`src/inc/clock_source_control_regs.vh`:
```
`ifndef CLOCK_SOURCE_CONTROL_REGS_VH
`define CLOCK_SOURCE_CONTROL_REGS_VH

// Register byte offsets on the APB window.
`define CSC_PIN_MODE_OFFSET 8'h00
`define CSC_RUN_CTRL_OFFSET 8'h04
`define CSC_SUPPLY_OFFSET 8'h08
`define CSC_SYS_SELECT_OFFSET 8'h0c

// Field positions in clock_pin_mode_config.
`define CSC_MAIN_EXT_CLOCK_SEL_BIT 7
`define CSC_MAIN_OSC_PIN_SEL_BIT 6
`define CSC_SUB_EXT_CLOCK_SEL_BIT 5
`define CSC_SUB_OSC_PIN_SEL_BIT 4
`define CSC_SUB_DRIVE_MODE_HI_BIT 2
`define CSC_SUB_DRIVE_MODE_LO_BIT 1
`define CSC_MAIN_FREQ_RANGE_BIT 0

// Field positions in oscillator_run_control.
`define CSC_MAIN_OSC_HALT_BIT 7
`define CSC_SUB_OSC_HALT_BIT 6
`define CSC_FAST_OSC_HALT_BIT 0

// Field positions in subclock_supply_control.
`define CSC_SUB_SUPPLY_GATING_BIT 7
`define CSC_INTERVAL_TIMER_CLOCK_SEL_BIT 4

// Field positions in system_clock_select.
`define CSC_CPU_CLOCK_STATUS_BIT 7
`define CSC_CPU_CLOCK_SELECT_BIT 6
`define CSC_MAIN_CLOCK_STATUS_BIT 5
`define CSC_MAIN_CLOCK_SOURCE_SELECT_BIT 4

// Pin mode codes, {ext_clock_sel, osc_pin_sel}.
`define CSC_PIN_MODE_OSC 2'h1
`define CSC_PIN_MODE_EXT 2'h3
// Drive mode code that software must never write.
`define CSC_DRIVE_MODE_PROHIBITED 2'h3

// Writable bit masks; reserved bits read as zero.
`define CSC_PIN_MODE_MASK 8'hf7
`define CSC_RUN_CTRL_MASK 8'hc1
`define CSC_SUPPLY_MASK 8'h90
`define CSC_SYS_SELECT_MASK 8'h50

// Reset values.
`define CSC_PIN_MODE_RESET 8'h00
`define CSC_RUN_CTRL_RESET 8'hc0
`define CSC_SUPPLY_RESET 8'h00
`define CSC_SYS_SELECT_RESET 8'h00

`endif

```
`src/design/clock_source_control.v`:
```
// Local design decisions: the placing of the registers and register access over APB.
`timescale 1ns/1ps
// Function
// - Main pin mode: 00/10 port, 01 crystal, 11 external.
// - Sub pin mode: 00/10 port, 01 crystal, 11 external.
// - Sub drive mode: low-power, normal, ultra-low; 11 forbidden.
// - Main frequency range bit: 0 up to 10MHz, 1 above.
// - Main halt bit stops crystal or invalidates external clock.
// - Sub halt bit stops crystal or invalidates external clock.
// - Internal fast oscillator halt bit stops it.
// - Supply gating keeps only RTC and timer in low power.
// - CPU clock select: 0 main clock, 1 subsystem clock.
// - Main source select: 0 internal fast, 1 external.
`include "clock_source_control_regs.vh"

module clock_source_control (
  input wire pclk,
  input wire presetn,
  input wire psel,
  input wire penable,
  input wire pwrite,
  input wire [7:0] paddr,
  input wire [31:0] pwdata,
  output reg [31:0] prdata,
  output reg pready,
  output reg pslverr,
  input wire stop_mode,
  input wire halt_mode,
  input wire main_clock_stable,
  input wire sub_clock_stable,
  input wire fast_osc_stable,
  output reg main_pin_port_mode,
  output reg main_osc_run,
  output reg main_ext_clock_valid,
  output reg main_freq_range,
  output reg sub_pin_port_mode,
  output reg sub_osc_run,
  output reg sub_ext_clock_valid,
  output reg [1:0] sub_drive_mode,
  output reg fast_osc_run,
  output reg sub_clock_periph_en,
  output reg sub_clock_rtc_timer_en,
  output reg interval_timer_clock_sel,
  output reg cpu_clock_from_sub,
  output reg main_clock_from_ext
);

  reg [7:0] pin_mode_reg;
  reg [7:0] run_ctrl_reg;
  reg [7:0] supply_reg;
  reg [7:0] sys_select_reg;
  reg cpu_status_reg;
  reg main_status_reg;
  reg [2:0] stable_meta_reg;
  reg [2:0] stable_sync_reg;
  reg [7:0] pin_mode_next;
  reg [7:0] read_data;
  reg addr_hit;
  wire access_phase;
  wire write_now;
  wire main_stable_s;
  wire sub_stable_s;
  wire fast_stable_s;
  wire [1:0] main_mode;
  wire [1:0] sub_mode;
  wire main_source_stable;
  wire low_power;
  wire sub_running;

  // Returns the mapped flag for a word offset.
  function mapped;
    input [7:0] addr;
    begin
      mapped = (addr == `CSC_PIN_MODE_OFFSET) || (addr == `CSC_RUN_CTRL_OFFSET) ||
               (addr == `CSC_SUPPLY_OFFSET) || (addr == `CSC_SYS_SELECT_OFFSET);
    end
  endfunction

  assign access_phase = psel && penable && !pready;
  assign write_now = psel && penable && pready && pwrite && !pslverr;

  // Oscillator ready levels come from analog cells outside this clock domain.
  always @(posedge pclk or negedge presetn) begin
    if (!presetn) begin
      stable_meta_reg <= 3'h0;
      stable_sync_reg <= 3'h0;
    end else begin
      stable_meta_reg <= {fast_osc_stable, sub_clock_stable, main_clock_stable};
      stable_sync_reg <= stable_meta_reg;
    end
  end

  assign main_stable_s = stable_sync_reg[0];
  assign sub_stable_s = stable_sync_reg[1];
  assign fast_stable_s = stable_sync_reg[2];

  assign main_mode = {pin_mode_reg[`CSC_MAIN_EXT_CLOCK_SEL_BIT], pin_mode_reg[`CSC_MAIN_OSC_PIN_SEL_BIT]};
  assign sub_mode = {pin_mode_reg[`CSC_SUB_EXT_CLOCK_SEL_BIT], pin_mode_reg[`CSC_SUB_OSC_PIN_SEL_BIT]};

  // A write of the forbidden drive code leaves the drive field unchanged.
  always @* begin
    pin_mode_next = pwdata[7:0] & `CSC_PIN_MODE_MASK;
    if (pwdata[`CSC_SUB_DRIVE_MODE_HI_BIT:`CSC_SUB_DRIVE_MODE_LO_BIT] == `CSC_DRIVE_MODE_PROHIBITED) begin
      pin_mode_next[`CSC_SUB_DRIVE_MODE_HI_BIT:`CSC_SUB_DRIVE_MODE_LO_BIT] =
        pin_mode_reg[`CSC_SUB_DRIVE_MODE_HI_BIT:`CSC_SUB_DRIVE_MODE_LO_BIT];
    end
  end

  always @* begin
    addr_hit = mapped(paddr);
    read_data = 8'h00;
    case (paddr)
      `CSC_PIN_MODE_OFFSET: begin
        read_data = pin_mode_reg;
      end
      `CSC_RUN_CTRL_OFFSET: begin
        read_data = run_ctrl_reg;
      end
      `CSC_SUPPLY_OFFSET: begin
        read_data = supply_reg;
      end
      `CSC_SYS_SELECT_OFFSET: begin
        read_data = sys_select_reg;
        read_data[`CSC_CPU_CLOCK_STATUS_BIT] = cpu_status_reg;
        read_data[`CSC_MAIN_CLOCK_STATUS_BIT] = main_status_reg;
      end
      default: begin
        read_data = 8'h00;
      end
    endcase
  end

  // APB slave with one wait state so that every answer comes from a flop.
  always @(posedge pclk or negedge presetn) begin
    if (!presetn) begin
      pready <= 1'b0;
      pslverr <= 1'b0;
      prdata <= 32'h00000000;
    end else begin
      pready <= access_phase;
      if (access_phase) begin
        pslverr <= !addr_hit;
        prdata <= (pwrite || !addr_hit) ? 32'h00000000 : {24'h000000, read_data};
      end else begin
        pslverr <= 1'b0;
        prdata <= 32'h00000000;
      end
    end
  end

  always @(posedge pclk or negedge presetn) begin
    if (!presetn) begin
      pin_mode_reg <= `CSC_PIN_MODE_RESET;
      run_ctrl_reg <= `CSC_RUN_CTRL_RESET;
      supply_reg <= `CSC_SUPPLY_RESET;
      sys_select_reg <= `CSC_SYS_SELECT_RESET;
    end else if (write_now) begin
      case (paddr)
        `CSC_PIN_MODE_OFFSET: begin
          pin_mode_reg <= pin_mode_next;
        end
        `CSC_RUN_CTRL_OFFSET: begin
          run_ctrl_reg <= pwdata[7:0] & `CSC_RUN_CTRL_MASK;
        end
        `CSC_SUPPLY_OFFSET: begin
          supply_reg <= pwdata[7:0] & `CSC_SUPPLY_MASK;
        end
        `CSC_SYS_SELECT_OFFSET: begin
          sys_select_reg <= pwdata[7:0] & `CSC_SYS_SELECT_MASK;
        end
        default: begin
          sys_select_reg <= sys_select_reg;
        end
      endcase
    end
  end

  // A switch completes only once the target source reports stable; software is
  // not stalled meanwhile and must poll the status bits, which lead cpu_clock_from_sub and main_clock_from_ext by one cycle.
  assign main_source_stable = main_status_reg ? main_stable_s : fast_stable_s;

  always @(posedge pclk or negedge presetn) begin
    if (!presetn) begin
      cpu_status_reg <= 1'b0;
      main_status_reg <= 1'b0;
    end else begin
      if (sys_select_reg[`CSC_MAIN_CLOCK_SOURCE_SELECT_BIT] != main_status_reg) begin
        if (sys_select_reg[`CSC_MAIN_CLOCK_SOURCE_SELECT_BIT] ? main_stable_s : fast_stable_s) begin
          main_status_reg <= sys_select_reg[`CSC_MAIN_CLOCK_SOURCE_SELECT_BIT];
        end
      end
      if (sys_select_reg[`CSC_CPU_CLOCK_SELECT_BIT] != cpu_status_reg) begin
        if (sys_select_reg[`CSC_CPU_CLOCK_SELECT_BIT] ? sub_stable_s : main_source_stable) begin
          cpu_status_reg <= sys_select_reg[`CSC_CPU_CLOCK_SELECT_BIT];
        end
      end
    end
  end

  assign sub_running = ((sub_mode == `CSC_PIN_MODE_OSC) || (sub_mode == `CSC_PIN_MODE_EXT)) &&
                       !run_ctrl_reg[`CSC_SUB_OSC_HALT_BIT];
  assign low_power = stop_mode || (halt_mode && cpu_status_reg);

  // Registered pin and clock controls.
  always @(posedge pclk or negedge presetn) begin
    if (!presetn) begin
      main_pin_port_mode <= 1'b1;
      main_osc_run <= 1'b0;
      main_ext_clock_valid <= 1'b0;
      main_freq_range <= 1'b0;
      sub_pin_port_mode <= 1'b1;
      sub_osc_run <= 1'b0;
      sub_ext_clock_valid <= 1'b0;
      sub_drive_mode <= 2'h0;
      fast_osc_run <= 1'b1;
      sub_clock_periph_en <= 1'b0;
      sub_clock_rtc_timer_en <= 1'b0;
      interval_timer_clock_sel <= 1'b0;
      cpu_clock_from_sub <= 1'b0;
      main_clock_from_ext <= 1'b0;
    end else begin
      main_pin_port_mode <= (main_mode != `CSC_PIN_MODE_OSC) && (main_mode != `CSC_PIN_MODE_EXT);
      main_osc_run <= (main_mode == `CSC_PIN_MODE_OSC) && !run_ctrl_reg[`CSC_MAIN_OSC_HALT_BIT];
      main_ext_clock_valid <= (main_mode == `CSC_PIN_MODE_EXT) && !run_ctrl_reg[`CSC_MAIN_OSC_HALT_BIT];
      main_freq_range <= pin_mode_reg[`CSC_MAIN_FREQ_RANGE_BIT];
      sub_pin_port_mode <= (sub_mode != `CSC_PIN_MODE_OSC) && (sub_mode != `CSC_PIN_MODE_EXT);
      sub_osc_run <= (sub_mode == `CSC_PIN_MODE_OSC) && !run_ctrl_reg[`CSC_SUB_OSC_HALT_BIT];
      sub_ext_clock_valid <= (sub_mode == `CSC_PIN_MODE_EXT) && !run_ctrl_reg[`CSC_SUB_OSC_HALT_BIT];
      sub_drive_mode <= pin_mode_reg[`CSC_SUB_DRIVE_MODE_HI_BIT:`CSC_SUB_DRIVE_MODE_LO_BIT];
      fast_osc_run <= !run_ctrl_reg[`CSC_FAST_OSC_HALT_BIT];
      sub_clock_periph_en <= sub_running && !(low_power && supply_reg[`CSC_SUB_SUPPLY_GATING_BIT]);
      sub_clock_rtc_timer_en <= sub_running;
      interval_timer_clock_sel <= supply_reg[`CSC_INTERVAL_TIMER_CLOCK_SEL_BIT];
      cpu_clock_from_sub <= cpu_status_reg;
      main_clock_from_ext <= main_status_reg;
    end
  end

endmodule

```
`config.mk`:
```
export PLATFORM = sky130hd
export DESIGN_NAME = clock_source_control
export DESIGN_NICKNAME = d
export VERILOG_FILES = /design/src/design/clock_source_control.v
export VERILOG_INCLUDE_DIRS = /design/src /design/src/inc
export SDC_FILE = /design/constraint.sdc
export NUM_CORES = 1
export LEC_CHECK = 0
export CORE_ASPECT_RATIO = 0.8
export CORE_MARGIN = 2
export CORE_UTILIZATION = 25
export DETAILED_ROUTE_END_ITERATION = 10
export DONT_BUFFER_PORTS = 1
export PLACE_DENSITY_LB_ADDON = 0.05
export SLEW_MARGIN = 20
export SYNTH_ARGS = -nofsm -noshare
export SYNTH_HDL_FRONTEND = slang
export SYNTH_SLANG_ARGS = --single-unit
```
`constraint.sdc`:
```
create_clock -name pclk -period 3.8 [get_ports pclk]
set_input_delay 0.38 -clock pclk [delete_from_list [all_inputs] [get_ports pclk]]
set_output_delay 0.38 -clock pclk [all_outputs]
set_load 0.01 [all_outputs]
```
==> flow_metrics.tcl, run 1 <==
set metrics [dict create \
    htree_levels 2 \
    post_cts_buffers 0 \
    die_y_um 82.6 \
    hold_start "sub_clock_stable" \
    grt_max_degree 47 \
    synth_area_leaders "dfrtp_1 (53%), buf_4 (9.7%), mux2_2 (7.6%)" \
    hp-class "in2reg" \
    hold-worst-slack_ps 102 \
    setup_viol 0 \
    area_delta_synth_final_pct 7.85 \
    netlist_area_mm2 0.00193 \
    syn_avg_cell_area_um2 13.2 \
    cts-root-buf "clkbuf_8" \
    antenna_cells 0 \
    post_drt_wl_per_cell_um 14.4 \
    fin_crit_sh_pct 52.0 \
    fin_skew_ps 8.99 \
    crit_type "reg2reg" \
    dpl_cell_area_mm2 0.00193 \
    drtIter0Drc 33 \
    pin_count 99 \
    finalMaxSlewViolations 0 \
    critPathArrivalTime_ps 2160 \
    start_kind "flop" \
    end_kind "flop" \
    synth_top_area_share_pct 53.2 \
    yosysUniqueCellTypes 36 \
    die_w_um 102 \
    viasPerCell 3.95 \
    drive_gt1_share_pct 23.2 \
    cts_tree "yes" \
    clkTransAtPathRegs_ps 90 \
    first_global_vias 1055 \
    start_util_pct 26.0 \
    synth-seq-cells 46 \
    stdcell_area_mm2 0.00208 \
    p_per_area_mw_per_mm2 431 \
    synth_cells 146 \
    finalWeightedCongestion 0.694 \
    clock_sinks 46 \
    wl_mm 3.70 \
    grt_setup_unrepaired "no" \
    synth_top_cells_by_count "dfrtp_1 (41), buf_4 (25), mux2_2 (13)" \
    tightest_slew_ps 678 \
    drtPass1Iterations 4 \
    gr-total-overflow 0 \
    placementRows 28 \
    synth.most_common_cell "dfrtp_1" \
    track_usage_pct 9.49 \
    fillers 769 \
    cap_viol_max_count 0 \
    port_buffers 0 \
    min_period_ps 1980 \
    reg2reg_from "pslverr" \
    multi_input_area_um2 617 \
    hold_buffers 2 \
    vdd_drop_max_v 0.000178 \
    ys.flop_type "dfrtp_1" \
    fin_tns_setup_ps 0 \
    reg2reg_slack_ps 1820 \
    dp_hpwl_mm 2.63 \
    drc 0 \
    synth_area_leader_cell "dfrtp_1" \
    detail-route-antenna-nets 0 \
    synthArstFlopShare_pct 100 \
    coreArea_mm2 0.00743 \
    seqCellArea_mm2 0.00116 \
    synth-edff-count 0 \
    synth-seq-area-share_pct 60.0 \
    post_cts_resized 0 \
    critPathMaxFanout 6 \
    antenna_found_initial 0 \
    cp.required_ps 3980 \
    dieArea_mm2 0.00844 \
    status "completed" \
    yosysWarnings 0 \
    cts.path.max_buffers 2 \
    grt_pass1_wl_mm 5.62 \
    nNetsFinal 200 \
    max_freq_ghz 0.506 \
    hold_viol 0 \
    clkLatencyLatePin_ps 300 \
    power_leakage_nw 0.936 \
    cts_buffers 5 \
    slew_headroom_pct 54.4 \
    crit_start "pslverr" \
    via_count 1010 \
]
per-stage QoR:
step | total power [mW] | worst slack, ps | cells | util (%)
2_1_floorplan | 0.551 | 1900 | 170 | -
3_3_place_gp | 0.531 | 1650 | 246 | 26.0
3_5_place_dp | 0.531 | 1590 | 246 | 26.0
4_1_cts | 0.919 | 1770 | 256 | 28.0
5_1_grt | 0.939 | 1670 | 256 | 28.0
6_report | 0.896 | 1820 | 256 | 28.0
report_power, final:
group	switching (mW)	internal [mW]	leakage (nW)
sequential	0.00348	0.495	0.599
combinational	0.0274	0.0101	0.285
clock	0.164	0.196	0.0514
per-layer routing:
| metal | GRT usage, % | vias up | share of wire [%] |
|---|---|---|---|
| met3 | 4.12 | 5 | 10 |
| li1 | - | 450 | - |
| met2 | 14.1 | 58 | 45 |
| met4 | 5.20 | 0 | 2.0 |
| met1 | 11.6 | 497 | 43 |
| met5 | 0 | - | 0 |
kinds of logic (layout without fill, tap and decap cells):
group	after synthesis	count (layout)	synth area share, %
buffers and inverters	36	17	12.7
and+or+nand+nor	35	35	13.2
muxes	17	17	10.3
other	1	25	0.194
DFF	46	46	60.0
AOI/OAI and AO/OA	11	11	3.63
layout make-up:
class / instances / area share [%]
clock buffer: 6 / 3.49
clock inverter: 2 / 1.81
inverter: 7 / 1.26
multi-input combinational: 88 / 29.7
sequential: 46 / 55.7
tap: 105 / 6.32
timing repair buffer: 2 / 1.81
cells in the final DEF, fill, tap and decap left out, types with 2 or more instances in the layout:
cell type,n
a21oi_1,6
clkbuf_8,5
conb_1,25
dfrtp_1,41
dfstp_2,5
inv_1,7
mux2_2,13
mux2i_1,3
nand2_1,3
nand2b_1,3
nor2_1,7
nor3_2,2
nor4_1,3
or3_1,2
or4_4,2
worst paths after layout:
check / cells past startpoint / to
max: 3 / supply_reg[4]
min in group asynchronous: 2 / pready
min reg2reg: 0 / stable_sync_reg[0]
min: 0 / stable_meta_reg[1]
max in group asynchronous: 2 / run_ctrl_reg[7]
max reg2reg: 3 / supply_reg[4]
critical path, cell delays in order, from the launching register on:
cell      delay [ps]
dfrtp_1          430
nand3b_1         340
nor4_1           690
mux2_2           400
Note: power is estimated with default switching activity, not from simulation.
==> inputs of run 2 (changes only) <==
- clock period: 3.8 -> 1.7 ns (I/O delays scaled with it)
==> flow_metrics.tcl, run 2 (synthesized netlist as in run 1, its figures left out) <==
set metrics [dict create \
    reg2reg_from "pready" \
    drc 0 \
    clkLatencyLatePin_ps 290 \
    fin_crit_sh_pct 97.6 \
    dpl_cell_area_mm2 0.00198 \
    power_leakage_nw 1.01 \
    final_util_pct 30.0 \
    dp_hpwl_mm 2.68 \
    finalMaxSlewViolations 0 \
    busiest_layer "met2" \
    die_y_um 82.6 \
    grt_setup_unrepaired "yes" \
    dieArea_mm2 0.00844 \
    hold-worst-slack_ps 14.5 \
    nNetsFinal 216 \
    via_count 1071 \
    p_per_area_mw_per_mm2 856 \
    cp.required_ps 1920 \
    gr-total-overflow 0 \
    layout_setup_ws_ps 41.6 \
    vdd_drop_max_v 0.000293 \
    grt_pass1_wl_mm 5.77 \
    drive_gt1_share_pct 27.5 \
    wl_mm 3.70 \
    cts-root-buf "clkbuf_8" \
    antenna_cells 0 \
    dp_slack_ps -88.5 \
    globalRouteMet2Util_pct 14.5 \
    cts.path.max_buffers 2 \
    min_period_ps 1660 \
    layout_commonest_cell "dfrtp_1" \
    finalWeightedCongestion 0.741 \
    fin_skew_ps 6.48 \
    htree_levels 2 \
    area_delta_synth_final_pct 15.4 \
    critPathMaxFanout 7 \
    status "completed" \
    grtUsageMet1_pct 11.6 \
    port_buffers 0 \
    use_met3_pct 3.96 \
    final_cell_mix "dfrtp_1 (41), conb_1 (25), mux2_2 (11), dlygate4sd3_1 (8)" \
    drtIter0Drc 19 \
    max_freq_ghz 0.603 \
    placementRows 28 \
    stdcell_area_mm2 0.00222 \
    grt_max_degree 47 \
    p_total_mw 1.90 \
    track_usage_pct 9.36 \
    viasPerCell 3.94 \
    hold_viol 0 \
    hp-class "in2reg" \
    crit_path_end "prdata[0]" \
    clock_sinks 46 \
    end_kind "flop" \
    instances_no_fill 272 \
    post_drt_wl_per_cell_um 13.6 \
    dp_cells 253 \
    drtPass1Iterations 4 \
    coreArea_mm2 0.00743 \
    fin_tns_setup_ps 0 \
    regToRegEndpoint "prdata[0]" \
    r2r_cells 3 \
    setup_viol 0 \
    start_kind "flop" \
    detail-route-antenna-nets 0 \
    cts_tree "yes" \
    start_util_pct 26.0 \
    die_w_um 102 \
    cts_buffers 5 \
    pin_count 99 \
    antenna_found_initial 0 \
    crit_type "reg2reg" \
    cap_viol_max_count 0 \
    crit_start "pready" \
    reg2reg_slack_ps 40 \
    critPathArrivalTime_ps 1880 \
    first_global_vias 1113 \
    clkTransAtPathRegs_ps 80 \
]
run 2: cell types whose count changed in the layout (fill, tap and decap cells not counted), sizes merged:
cell,delta
buf,+9
dlygate4sd3,+7
clkinv,+1
bufinv,-1
run 2: routing by layer:
metal	wire [um]	share of wire, %	up-vias
met2	1640	44	55
met5	0	0	-
met4	59	1.6	0
li1	-	-	481
met1	1660	45	530
met3	342	9.3	5
run 2: worst min path at each step:
stage / start / to / slack (ps) / depth (start not counted)
final: paddr[6] / pslverr / 10 / 1
after detailed placement: presetn / pin_mode_reg[2] / -120 / 0
after CTS: pwdata[4] / pin_mode_reg[4] / 0.3 / 1
after floorplan: presetn / cpu_clock_from_sub / -130 / 0
after global placement: presetn / pin_mode_reg[2] / -120 / 0
after global routing: pwdata[6] / run_ctrl_reg[6] / 3 / 1
run 2: final cells by class:
| class | instances | area, um^2 |
|---|---|---|
| multi-input cells | 88 | 628 |
| clock inverters | 2 | 12.5 |
| clock buffers | 6 | 82.6 |
| inverters | 7 | 26.3 |
| well taps | 105 | 131 |
| flip-flops and latches | 46 | 1160 |
| repair buffers | 18 | 186 |
| fillers | 787 | 5200 |
run 2: worst max-delay path: stages (launching register included):
cell,delay (ps)
dfrtp_1,410
or4bb_1,470
or4_4,530
nor3_2,180
run 2: repair_timing:
action | in CTS | in global routing
endpoints found under the hold margin | 51 | 1
setup buffers | 2 | 0
cloned | 0 | 0
resized for setup | 2 | 4
hold buffers | 8 | 1
setup endpoints to repair | 7 | 10
pin swaps | 2 | 2
run 2: report_power, final:
part	switching, mW	internal, mW	total, mW
registers	0.00580	1.11	1.11
logic	0.0666	0.0398	0.106
clock network	0.359	0.327	0.686
